--- src/sdim_defs.svh ---
`ifndef SDIM_DEFS_SVH
`define SDIM_DEFS_SVH

// address field positions of the mode and extended 1 settings and of the auto precharge flag
`define SDIM_MODE_BL_LSB  0
`define SDIM_MODE_BL_MSB  2
`define SDIM_MODE_ORDER   3
`define SDIM_MODE_RL_LSB  4
`define SDIM_MODE_RL_MSB  6
`define SDIM_MODE_TEST    7
`define SDIM_MODE_DLL_RST 8
`define SDIM_MODE_WR_LSB  9
`define SDIM_MODE_WR_MSB  11
`define SDIM_EXT1_DLL_DIS 0
`define SDIM_AUTO_PRE     10

// burst length codes
`define SDIM_BL4_CODE     3'h2
`define SDIM_BL8_CODE     3'h3

// bank select codes of the write-type commands
`define SDIM_SEL_MODE     2'h0
`define SDIM_SEL_EXT1     2'h1

// reset values
`define SDIM_MODE_RESET   16'h0000
`define SDIM_EXT1_RESET   16'h0000

// timing counts, in link clock cycles
`define SDIM_MWC_CLK      4'h2
`define SDIM_DLL_LOCK_CLK 8'hC8

`endif

--- src/sdim_pkg.sv ---
package sdim_pkg;

    // sampled command and address pins
    typedef struct packed {
        logic        cke;
        logic        cs_n;
        logic        ras_n;
        logic        cas_n;
        logic        we_n;
        logic [1:0]  ba;
        logic [12:0] a;
    } sdim_pins_type;

    typedef enum logic [1:0] {
        SDIM_IDLE  = 2'b01,
        SDIM_BURST = 2'b10
    } sdim_state_type;

endpackage : sdim_pkg

--- src/sdim_top.sv ---
`timescale 1ns/1ps
`include "sdim_defs.svh"
// What the document requires
// accesses are bursts of four or eight beats from start column in order
// activate: bank select bits pick bank, A0-A12 pick row
// read/write: address gives start column and auto precharge flag
// controller holds clock enable and termination control low at power-up
// controller waits 200 us with stable clock, then raises clock enable
// controller waits 400 ns of idle commands, then precharges all
// controller writes extended registers 2 then 3
// controller writes extended register 1 enabling the DLL
// controller writes mode register with A8 high, resetting DLL
// controller precharges all then issues two or more refreshes
// controller rewrites mode register with A8 low
// calibration only 200 clocks after DLL reset write, then ready
// without calibration write calibration field all ones then zeros
// mode register undefined after power-up; must be written first
// mode write: select, strobes, write enable, bank bits all low
// mode writes only with banks precharged, clock enable high
// mode fields: length, order, latency, test, DLL reset, recovery
// controller keeps test mode bit low
// read latency only in whole clocks
// controller rewrites every field on any change
// mode writes and DLL reset leave array contents intact
// controller programs write recovery to speed grade minimum
// 200 clocks after DLL enable and reset before any read
// fields latched on the command edge, applied after write cycle time
module sdim_top
    import sdim_pkg::*;
(
    input  wire logic        MCLK,
    input  wire logic        RESETN,
    input  wire logic        LINK_CK,
    input  wire logic        CKE,
    input  wire logic        TERMINATION_CONTROL,
    input  wire logic        CS_N,
    input  wire logic        RAS_N,
    input  wire logic        CAS_N,
    input  wire logic        WE_N,
    input  wire logic [1:0]  BANK_SELECT,
    input  wire logic [12:0] ADDR,
    output logic [15:0]      MODE_SETTING,
    output logic [15:0]      EXT1_SETTING,
    output logic             MODE_VALID,
    output logic             DLL_READY,
    output logic [3:0]       OPEN_BANKS,
    output logic             BURST_ACTIVE,
    output logic             BURST_WRITE,
    output logic [1:0]       BURST_BANK,
    output logic [12:0]      BURST_ROW,
    output logic [9:0]       BURST_COL,
    output logic             AUTO_PRECHARGE,
    output logic             TERM_ACTIVE
);

    sdim_pins_type  pins_s1;
    sdim_pins_type  pins_s2;
    logic [2:0]     ck_sync;
    logic [1:0]     term_sync;
    sdim_state_type state;
    logic [12:0]    row_mem [4];
    logic           pend_valid;
    logic [15:0]    pend_data;
    logic           pend_ext;
    logic [3:0]     mwc_cnt;
    logic [7:0]     dll_cnt;
    logic [2:0]     beat;
    logic [9:0]     start_col;

    // two-stage sampling of all pins, link clock has a third stage
    wire sdim_pins_type pins_in = '{cke: CKE, cs_n: CS_N, ras_n: RAS_N,
        cas_n: CAS_N, we_n: WE_N, ba: BANK_SELECT, a: ADDR};
    always_ff @(posedge MCLK or negedge RESETN) begin
        if (!RESETN) begin
            pins_s1   <= '0;
            pins_s2   <= '0;
            ck_sync   <= 3'h0;
            term_sync <= 2'h0;
        end else begin
            pins_s1   <= pins_in;
            pins_s2   <= pins_s1;
            ck_sync   <= {ck_sync[1:0], LINK_CK};
            term_sync <= {term_sync[0], TERMINATION_CONTROL};
        end
    end

    wire ck_rise = ck_sync[1] & ~ck_sync[2];
    wire ck_edge = ck_sync[1] ^ ck_sync[2];

    // command decode on the rising link clock edge
    wire       sel     = ck_rise & pins_s2.cke & ~pins_s2.cs_n;
    wire [2:0] rcw     = {pins_s2.ras_n, pins_s2.cas_n, pins_s2.we_n};
    wire       all_idl = (OPEN_BANKS == 4'h0);
    wire       cmd_mrw = sel & (rcw == 3'b000);
    wire       cmd_act = sel & (rcw == 3'b011);
    wire       cmd_rd  = sel & (rcw == 3'b101);
    wire       cmd_wr  = sel & (rcw == 3'b100);
    wire       cmd_pre = sel & (rcw == 3'b010);
    wire [1:0] ba      = pins_s2.ba;
    wire       sel_md  = (ba == `SDIM_SEL_MODE);
    wire       sel_e1  = (ba == `SDIM_SEL_EXT1);
    wire       mrw_ok  = cmd_mrw & all_idl & (sel_md | sel_e1);
    wire       dll_rst = mrw_ok & sel_md & pins_s2.a[`SDIM_MODE_DLL_RST];
    wire       dll_dis = mrw_ok & sel_e1 & pins_s2.a[`SDIM_EXT1_DLL_DIS];
    wire       md_due  = pend_valid & ck_rise & (mwc_cnt == 4'h1);

    // burst shape from the applied setting
    wire [2:0] bl_code = MODE_SETTING[`SDIM_MODE_BL_MSB:`SDIM_MODE_BL_LSB];
    wire       bl8     = (bl_code == `SDIM_BL8_CODE);
    wire [2:0] bl_last = bl8 ? 3'h7 : 3'h3;
    wire       order_i = MODE_SETTING[`SDIM_MODE_ORDER];
    wire       acc_ok  = MODE_VALID & OPEN_BANKS[ba] & (state == SDIM_IDLE);
    wire       b_start = (cmd_rd | cmd_wr) & acc_ok;
    wire       b_end   = (state == SDIM_BURST) & ck_edge & (beat == bl_last);
    wire [2:0] seq_low = start_col[2:0] + beat;
    wire [2:0] int_low = start_col[2:0] ^ beat;
    wire [2:0] low     = order_i ? int_low : seq_low;
    wire [9:0] col_now = bl8 ? {start_col[9:3], low}
                             : {start_col[9:2], low[1:0]};

    // latch on the command edge, apply after write cycle time
    always_ff @(posedge MCLK or negedge RESETN) begin
        if (!RESETN) begin
            pend_valid <= 1'b0;
            pend_data  <= 16'h0000;
            pend_ext   <= 1'b0;
            mwc_cnt    <= 4'h0;
        end else if (mrw_ok) begin
            pend_valid <= 1'b1;
            pend_data  <= {3'h0, pins_s2.a};
            pend_ext   <= sel_e1;
            mwc_cnt    <= `SDIM_MWC_CLK;
        end else if (pend_valid && ck_rise) begin
            mwc_cnt    <= mwc_cnt - 4'h1;
            pend_valid <= (mwc_cnt != 4'h1);
        end
    end

    // no array state here is touched by register writes
    always_ff @(posedge MCLK or negedge RESETN) begin
        if (!RESETN) begin
            MODE_SETTING <= `SDIM_MODE_RESET;
            EXT1_SETTING <= `SDIM_EXT1_RESET;
            MODE_VALID   <= 1'b0;
        end else if (md_due && pend_ext) begin
            EXT1_SETTING <= pend_data;
        end else if (md_due) begin
            MODE_SETTING <= pend_data;
            MODE_VALID   <= 1'b1;
        end
    end

    // whole-clock latency only: field passed on as written
    wire [2:0] rd_lat =
        MODE_SETTING[`SDIM_MODE_RL_MSB:`SDIM_MODE_RL_LSB];

    // DLL settle count in link clocks
    always_ff @(posedge MCLK or negedge RESETN) begin
        if (!RESETN) begin
            dll_cnt   <= 8'h00;
            DLL_READY <= 1'b0;
        end else if (dll_rst || dll_dis) begin
            dll_cnt   <= 8'h00;
            DLL_READY <= 1'b0;
        end else if (ck_rise && !DLL_READY) begin
            dll_cnt   <= dll_cnt + 8'h01;
            DLL_READY <= (dll_cnt == `SDIM_DLL_LOCK_CLK - 8'h01);
        end
    end

    // bank open state and row memory
    genvar g;
    generate
        for (g = 0; g < 4; g++) begin : g_bank
            wire hit = (ba == 2'(g));
            wire opn = cmd_act & hit & ~OPEN_BANKS[g];
            wire cls = (cmd_pre & (hit | pins_s2.a[`SDIM_AUTO_PRE]))
                     | (b_end & AUTO_PRECHARGE & (BURST_BANK == 2'(g)));
            always_ff @(posedge MCLK or negedge RESETN) begin
                if (!RESETN) begin
                    OPEN_BANKS[g] <= 1'b0;
                    row_mem[g]    <= 13'h0000;
                end else if (opn) begin
                    OPEN_BANKS[g] <= 1'b1;
                    row_mem[g]    <= pins_s2.a;
                end else if (cls) begin
                    OPEN_BANKS[g] <= 1'b0;
                end
            end
        end
    endgenerate

    // burst sequencer, one beat per link clock edge
    always_ff @(posedge MCLK or negedge RESETN) begin
        if (!RESETN) begin
            state          <= SDIM_IDLE;
            beat           <= 3'h0;
            start_col      <= 10'h000;
            BURST_WRITE    <= 1'b0;
            BURST_BANK     <= 2'h0;
            BURST_ROW      <= 13'h0000;
            AUTO_PRECHARGE <= 1'b0;
        end else begin
            unique case (state)
                SDIM_IDLE: begin
                    if (b_start) begin
                        state          <= SDIM_BURST;
                        beat           <= 3'h0;
                        start_col      <= pins_s2.a[9:0];
                        BURST_WRITE    <= cmd_wr;
                        BURST_BANK     <= ba;
                        BURST_ROW      <= row_mem[ba];
                        AUTO_PRECHARGE <= pins_s2.a[`SDIM_AUTO_PRE];
                    end
                end
                SDIM_BURST: begin
                    if (b_end) begin
                        state <= SDIM_IDLE;
                    end else if (ck_edge) begin
                        beat  <= beat + 3'h1;
                    end
                end
            endcase
        end
    end

    always_ff @(posedge MCLK or negedge RESETN) begin
        if (!RESETN) begin
            BURST_ACTIVE <= 1'b0;
            BURST_COL    <= 10'h000;
            TERM_ACTIVE  <= 1'b0;
        end else begin
            BURST_ACTIVE <= (state == SDIM_BURST) & ~b_end;
            BURST_COL    <= col_now;
            TERM_ACTIVE  <= term_sync[1] & pins_s2.cke;
        end
    end
endmodule : sdim_top

--- config.mk ---
export PLATFORM = sky130hd
export DESIGN_NAME = sdim_top
export DESIGN_NICKNAME = d
export VERILOG_FILES = /design/src/sdim_pkg.sv /design/src/sdim_top.sv
export VERILOG_INCLUDE_DIRS = /design/src /design/src/src
export SDC_FILE = /design/constraint.sdc
export NUM_CORES = 1
export LEC_CHECK = 0
export ABC_AREA = 0
export BUFFER_PORTS_ARGS = -buffer_cell sky130_fd_sc_hd__buf_4
export CORE_AREA = 4 4 155 157
export DETAILED_ROUTE_END_ITERATION = 12
export DIE_AREA = 0 0 159 161
export HOLD_SLACK_MARGIN = 0.03
export PLACE_DENSITY_LB_ADDON = 0.3
export SYNTH_ARGS = -nofsm -noshare
export SYNTH_HDL_FRONTEND = slang
export SYNTH_SLANG_ARGS = --single-unit
--- constraint.sdc ---
create_clock -name MCLK -period 2 [get_ports MCLK]
set_input_delay 0.1 -clock MCLK [delete_from_list [all_inputs] [get_ports MCLK]]
set_output_delay 0.1 -clock MCLK [all_outputs]
set_load 0.01 [all_outputs]
# [Word-level counts from Yosys, hierarchy flattened]
# Index checks and enable logic that the tools add are counted.
[op_classes] addsub=4 bitwise=61 eq_ne=21 reduce_logical=19 magnitude_cmp=2 mux=31
[op_table] op="AND 1 bit" count=40
[op_table] op="binary-select mux 13 bit (select 2 bit)" count=1
[op_table] op="two-way mux 13 bit" count=2
[op_table] op="two-way mux 3 bit" count=6
[op_table] op="two-way mux 8 bit" count=2
[op_table] op="two-way mux 1 bit" count=13
[op_table] op="nonzero test 2 bit" count=6
[op_table] op="equality test 2 bit (second input constant)" count=5
[op_table] op="bitwise OR 1 bit" count=10
[op_table] op="equality test 3 x 2 -> 1 bit (second input constant)" count=3
[op_table] op="adder 8 x 1 -> 8 bit (second input constant)" count=1
[op_table] op="equality test 8 bit (second input constant)" count=1
[op_table] op="two-way mux 4 bit" count=2
[op_table] op="!= test 2 bit (second input constant)" count=4
[op_table] op="inverter 1 bit" count=8
[op_table] op="equality test 2 x 1 -> 1 bit (second input constant)" count=3
[op_table] op="equality test 3 bit (second input constant)" count=2
[op_table] op="case mux 3 bit (2 select lines)" count=1
[op_table] op="AND reduction 2 bit" count=3
[op_table] op="equality test 4 x 1 -> 1 bit (second input constant)" count=1
[op_table] op="zero test 2 bit" count=2
[op_table] op="zero test 4 bit" count=1
[op_table] op="two-way mux 2 bit" count=2
[op_table] op="!= test 4 x 1 -> 1 bit (second input constant)" count=1
[op_table] op="other kinds (16)" count=18
[totals] register_bits=200 wordCells=181 input_bits=24 output_inout_bits=67

# [Depth between registers and ports, before layout]
[depth] ltp_word=11 mapped_depth=7 mapped_depth_nobuf=7

# [Worst setup path before layout]
# Ideal clock, no wire load.
[synth_path] path_type="register -> register" startpoint="register ck_sync[2]" endpoint="register row_mem[17] (netlist name)" path_buffers=1 setup_ns=0.125 setup_slack_ns=0.021 required_time_ns=1.875 period_less_slack_ns=1.979 path_stages_with_launch=7 t_arrival_ns=1.854 cell_sequence="dfrtp_1 -> inv_1 -> ha_1 -> nand4bb_2 -> nor4b_4 -> buf_6 -> mux2_2"
[synth_via] elab_chain_cells=7
[synth_rtl] element="from (decl)" line="sdim_top.sv:58" source="logic [2:0] ck_sync;"
[synth_rtl] element="from (signal assigned)" line="sdim_top.sv:82" source="ck_sync <= {ck_sync[1:0], LINK_CK};"
[synth_rtl] element="inverter 1 bit" line="sdim_top.sv:87" source="wire ck_rise = ck_sync[1] & ~ck_sync[2];"
[synth_rtl] element="AND 1 bit" line="sdim_top.sv:87"
[synth_rtl] element="AND 1 bit (2 in series)" line="sdim_top.sv:91" source="wire sel = ck_rise & pins_s2.cke & ~pins_s2.cs_n;"
[synth_rtl] element="AND 1 bit" line="sdim_top.sv:95" source="wire cmd_act = sel & (rcw == 3'b011);"
[synth_rtl] element="AND 1 bit (2 in series)" line="sdim_top.sv:176" source="wire opn = cmd_act & hit & ~OPEN_BANKS[g];"
[synth_rtl] element="to (signal, indexed assignment)" line="sdim_top.sv:185" source="row_mem[g] <= pins_s2.a;"
[synth_rtl] element="to (decl)" line="sdim_top.sv:61" source="logic [12:0] row_mem [4];"
# Every way passes these cells.
# A chain may end at the register's enable or synchronous reset.

# [Worst setup path in the final report]
[layout_path] startpoint="register ck_sync[2]" endpoint="register row_mem[24] (netlist name)"
# The elaborated chain is that of the path after synthesis.

==> results.sh <==
export IMPL_grt_pass1_vias=5076
export IMPL_insertion_delay_ns=0.43
export IMPL_drt_iter0_markers=188
export IMPL_cts_made_buffers=17
export IMPL_ant_nets=0
export IMPL_synthToLayoutAreaGrowth_pct=25.8
export IMPL_status="finished clean"
export IMPL_power_density_nw_per_um2=926
export IMPL_drt_total_wl_mm=16.9
export IMPL_grt_max_degree=58
export IMPL_die_y_um=161
export IMPL_period_needed_ns=1.93
export IMPL_grt_usage_pct=13.8
export IMPL_synthAdderAreaFrac_pct=1.37
export IMPL_layout_common_cells="dfrtp_1, mux2_2, buf_4"
export IMPL_cp_data_required_time_ns=2.31
export IMPL_drive_gt1_share_pct=45.3
export IMPL_start_util_pct=34.8
export IMPL_crit_chain="inv_1 -> ha_1 -> nand4bb_2 -> nor4b_4 -> buf_12 -> mux2_2"
export IMPL_synth_simple_area_share_pct=6.89
export IMPL_pwr_share_clk_pct=39.4
export IMPL_antenna_found_initial=0
export IMPL_syn_inst=496
export IMPL_rsz0062_at_grt="no"
export IMPL_tns_ns=0
export IMPL_leakagePower_nw=4.82
export IMPL_cts_tree="done"
export IMPL_ff2ff_path_depth=6
export IMPL_crit_path_max_incr_delay_ns=0.38
export IMPL_synth_top_family_by_area="multiplexers"
export IMPL_r2r_start="ck_sync[2]"
export IMPL_antenna_cells=0
export IMPL_vias_per_cell=4.83
export IMPL_yosys_warnings=0
export IMPL_die_area_sq_um=25600
export IMPL_netlist_area_leader_share_pct=63.6
export IMPL_crit_buf_inv=2
export IMPL_htreeDepth=4
export IMPL_synth_edf_count=0
export IMPL_ys_top_cells_by_area="dfrtp_1, mux2_2, mux4_2, ha_1, xnor2_1"
export IMPL_period_share_pct=96.3
export IMPL_ir_drop_uv=517
export IMPL_grt_pass1_wl_mm=27.9
export IMPL_path_clk_slew_ns=0.07
export IMPL_worst_setup_path_start_kind="flip-flop"
export IMPL_drv_slew=0
export IMPL_muxShareOfSynthArea_pct=21.5
export IMPL_nets=666
export IMPL_final_util_pct=43.8
export IMPL_cp_end_kind="flip-flop"
export IMPL_p_comb_share_pct=9.9
export IMPL_hpwl_mm=11.7
export IMPL_swShare_pct=25.0
export IMPL_stdcell_area_sq_um=9850
export IMPL_reg2reg_slack_ns=0.07
export IMPL_vias=4500
export IMPL_path_class="reg -> reg"
export IMPL_ioPinCount=91
export IMPL_grt_overflow_total=0
export IMPL_placementRows=55
export IMPL_fmax_mhz=519
export IMPL_routedWlPerCell_um=18.2
export IMPL_synth_compound_area_share_pct=2.41
export IMPL_cts_root_buf="clkbuf_16"
export IMPL_worstHoldPathType="in -> async"
export IMPL_crit_path_max_fanout=15
export IMPL_ys_seq_area_share_pct=63.9
export IMPL_num_fill_cells=1987
export IMPL_maxCapViolCount=0
export IMPL_cpMaxStageDelayCell="nor4b_4"
export IMPL_cpLargestDelayFamily="simple AND/OR/NAND/NOR gates"
export IMPL_p_seq_share_pct=50.8
export IMPL_synthDominantAreaCellType="dfrtp_1"
export IMPL_ys_flop_type="dfrtp_1"
export IMPL_cts_sinks=200
export IMPL_final_setup_viol_count=0
export IMPL_first_pass_iters=4
export IMPL_place_gp_congestion=0.788
export IMPL_place_area_sq_um=8990
export IMPL_post_route_drc_count=0
export IMPL_reg2reg_to="row_mem[24]"
export IMPL_port_buffers=84
export IMPL_syn_avg_cell_area_sq_um=15.8
export IMPL_synth_seq_cells=200
export IMPL_p_int_mw=6.85
export IMPL_core_sq_um=22500
export IMPL_yosys_area_share_xor_xnor_pct=1.45
export IMPL_clock_skew_ns=0.00858
export IMPL_synth_cell_types=60
export IMPL_async_flop_share_pct=100
export IMPL_hold_viol_final=0
export IMPL_synth_area_sq_um=7830
export IMPL_cts_max_path_buffers=2
export IMPL_final_common_cell="dfrtp_1"
export IMPL_cp_arrival_ns=2.23
export IMPL_p_switching_mw=2.28
export IMPL_fp_dieW_um=159
Yosys cell counts, drive strengths merged, types with 3 or more instances:
| library cell | n |
|---|---|
| dfrtp | 199 |
| nand4 | 4 |
| and2 | 4 |
| buf | 19 |
| and3b | 3 |
| mux4 | 14 |
| nand2 | 11 |
| inv | 8 |
| nand2b | 3 |
| nor2b | 8 |
| mux2i | 3 |
| xor2 | 4 |
| nor3 | 7 |
| clkbuf | 3 |
| nor2 | 18 |
| o211ai | 4 |
| mux2 | 119 |
| o21ai | 4 |
| nand3 | 5 |
| ha | 7 |
| a21oi | 8 |
| xnor2 | 9 |
sequential cells by signal (all words and copies together), names as in the netlist, 4 cells and up:
name	count
BURST_ROW	13
dll_cnt	8
pins_s2	18
MODE_SETTING	13
OPEN_BANKS	4
start_col	10
pend_data	13
row_mem	52
EXT1_SETTING	13
mwc_cnt	4
pins_s1	20
BURST_COL	10
power by group through the flow:
stage / Clock, mW / Sequential, mW / Combinational [mW]
final: 3.59 / 4.63 / 0.899
after global routing: 3.88 / 4.68 / 1.00
after CTS: 3.71 / 4.63 / 0.913
after detailed placement: 0 / 4.71 / 0.866
after global placement: 0 / 4.68 / 0.820
after floorplan: 0 / 4.63 / 0.517
worst max-delay path by stage:
| stage | start | endpoint | slack [ns] | cells after the start |
|---|---|---|---|---|
| after floorplan | ck_sync[2] | row_mem[17] | 0.02 | 6 |
| after global placement | ck_sync[2] | row_mem[19] | 0.15 | 6 |
| after detailed placement | ck_sync[2] | row_mem[22] | 0.09 | 6 |
| after CTS | ck_sync[2] | EXT1_SETTING[1] | 0.06 | 8 |
| after global routing | ck_sync[2] | row_mem[26] | 0.009 | 7 |
| final | ck_sync[2] | row_mem[24] | 0.07 | 6 |
cell families (layout without fill, tap and decap cells):
group                    count (synthesis)  count (layout)
flip-flops                             200             200
multiplexers                           136             136
AND/OR/NAND/NOR                         80              80
buffers and inverters                   30             176
AO/OA/AOI/OAI                           28              28
XOR/XNOR                                13              13
adder cells (fa/ha/maj)                  8               8
other                                    1               6
area by class of cell:
class	instances	area, sq um	share of cell area, %
inverter	8	30.0	0.305
timing repair buffer	136	1170	11.9
tap	285	357	3.62
sequential	200	5010	50.8
clock buffer	18	439	4.46
multi-input combinational	271	2660	27.0
clock inverter	14	188	1.90
per-layer routing:
metal  wire, um  global-route usage [%]  vias up
met1       7480                    17.7     2360
met3        592                    3.29       18
met4        257                    4.10        0
li1           -                       -     2028
met2       8620                    23.5       94
met5          0                       0        -
stage by stage:
stage               total power, mW  std cells  worst slack [ns]  hold slack (ns)
CTS                            9.26        932            0.0566            0.207
detailed placement             5.58        877            0.0945            0.107
global placement               5.50        877             0.145           0.0965
finish                         9.13        932            0.0744            0.200
floorplan                      5.15        501            0.0213           -0.196
global route                   9.56        932           0.00906            0.236
timing repair:
action / in CTS / in global routing
setup endpoints to repair: 0 / 26
hold endpoints to repair: 75 / 0
buffers inserted: 0 / 0
gates resized for setup: 0 / 1
hold buffers: 23 / 0
(Power assumes the default switching activity.)
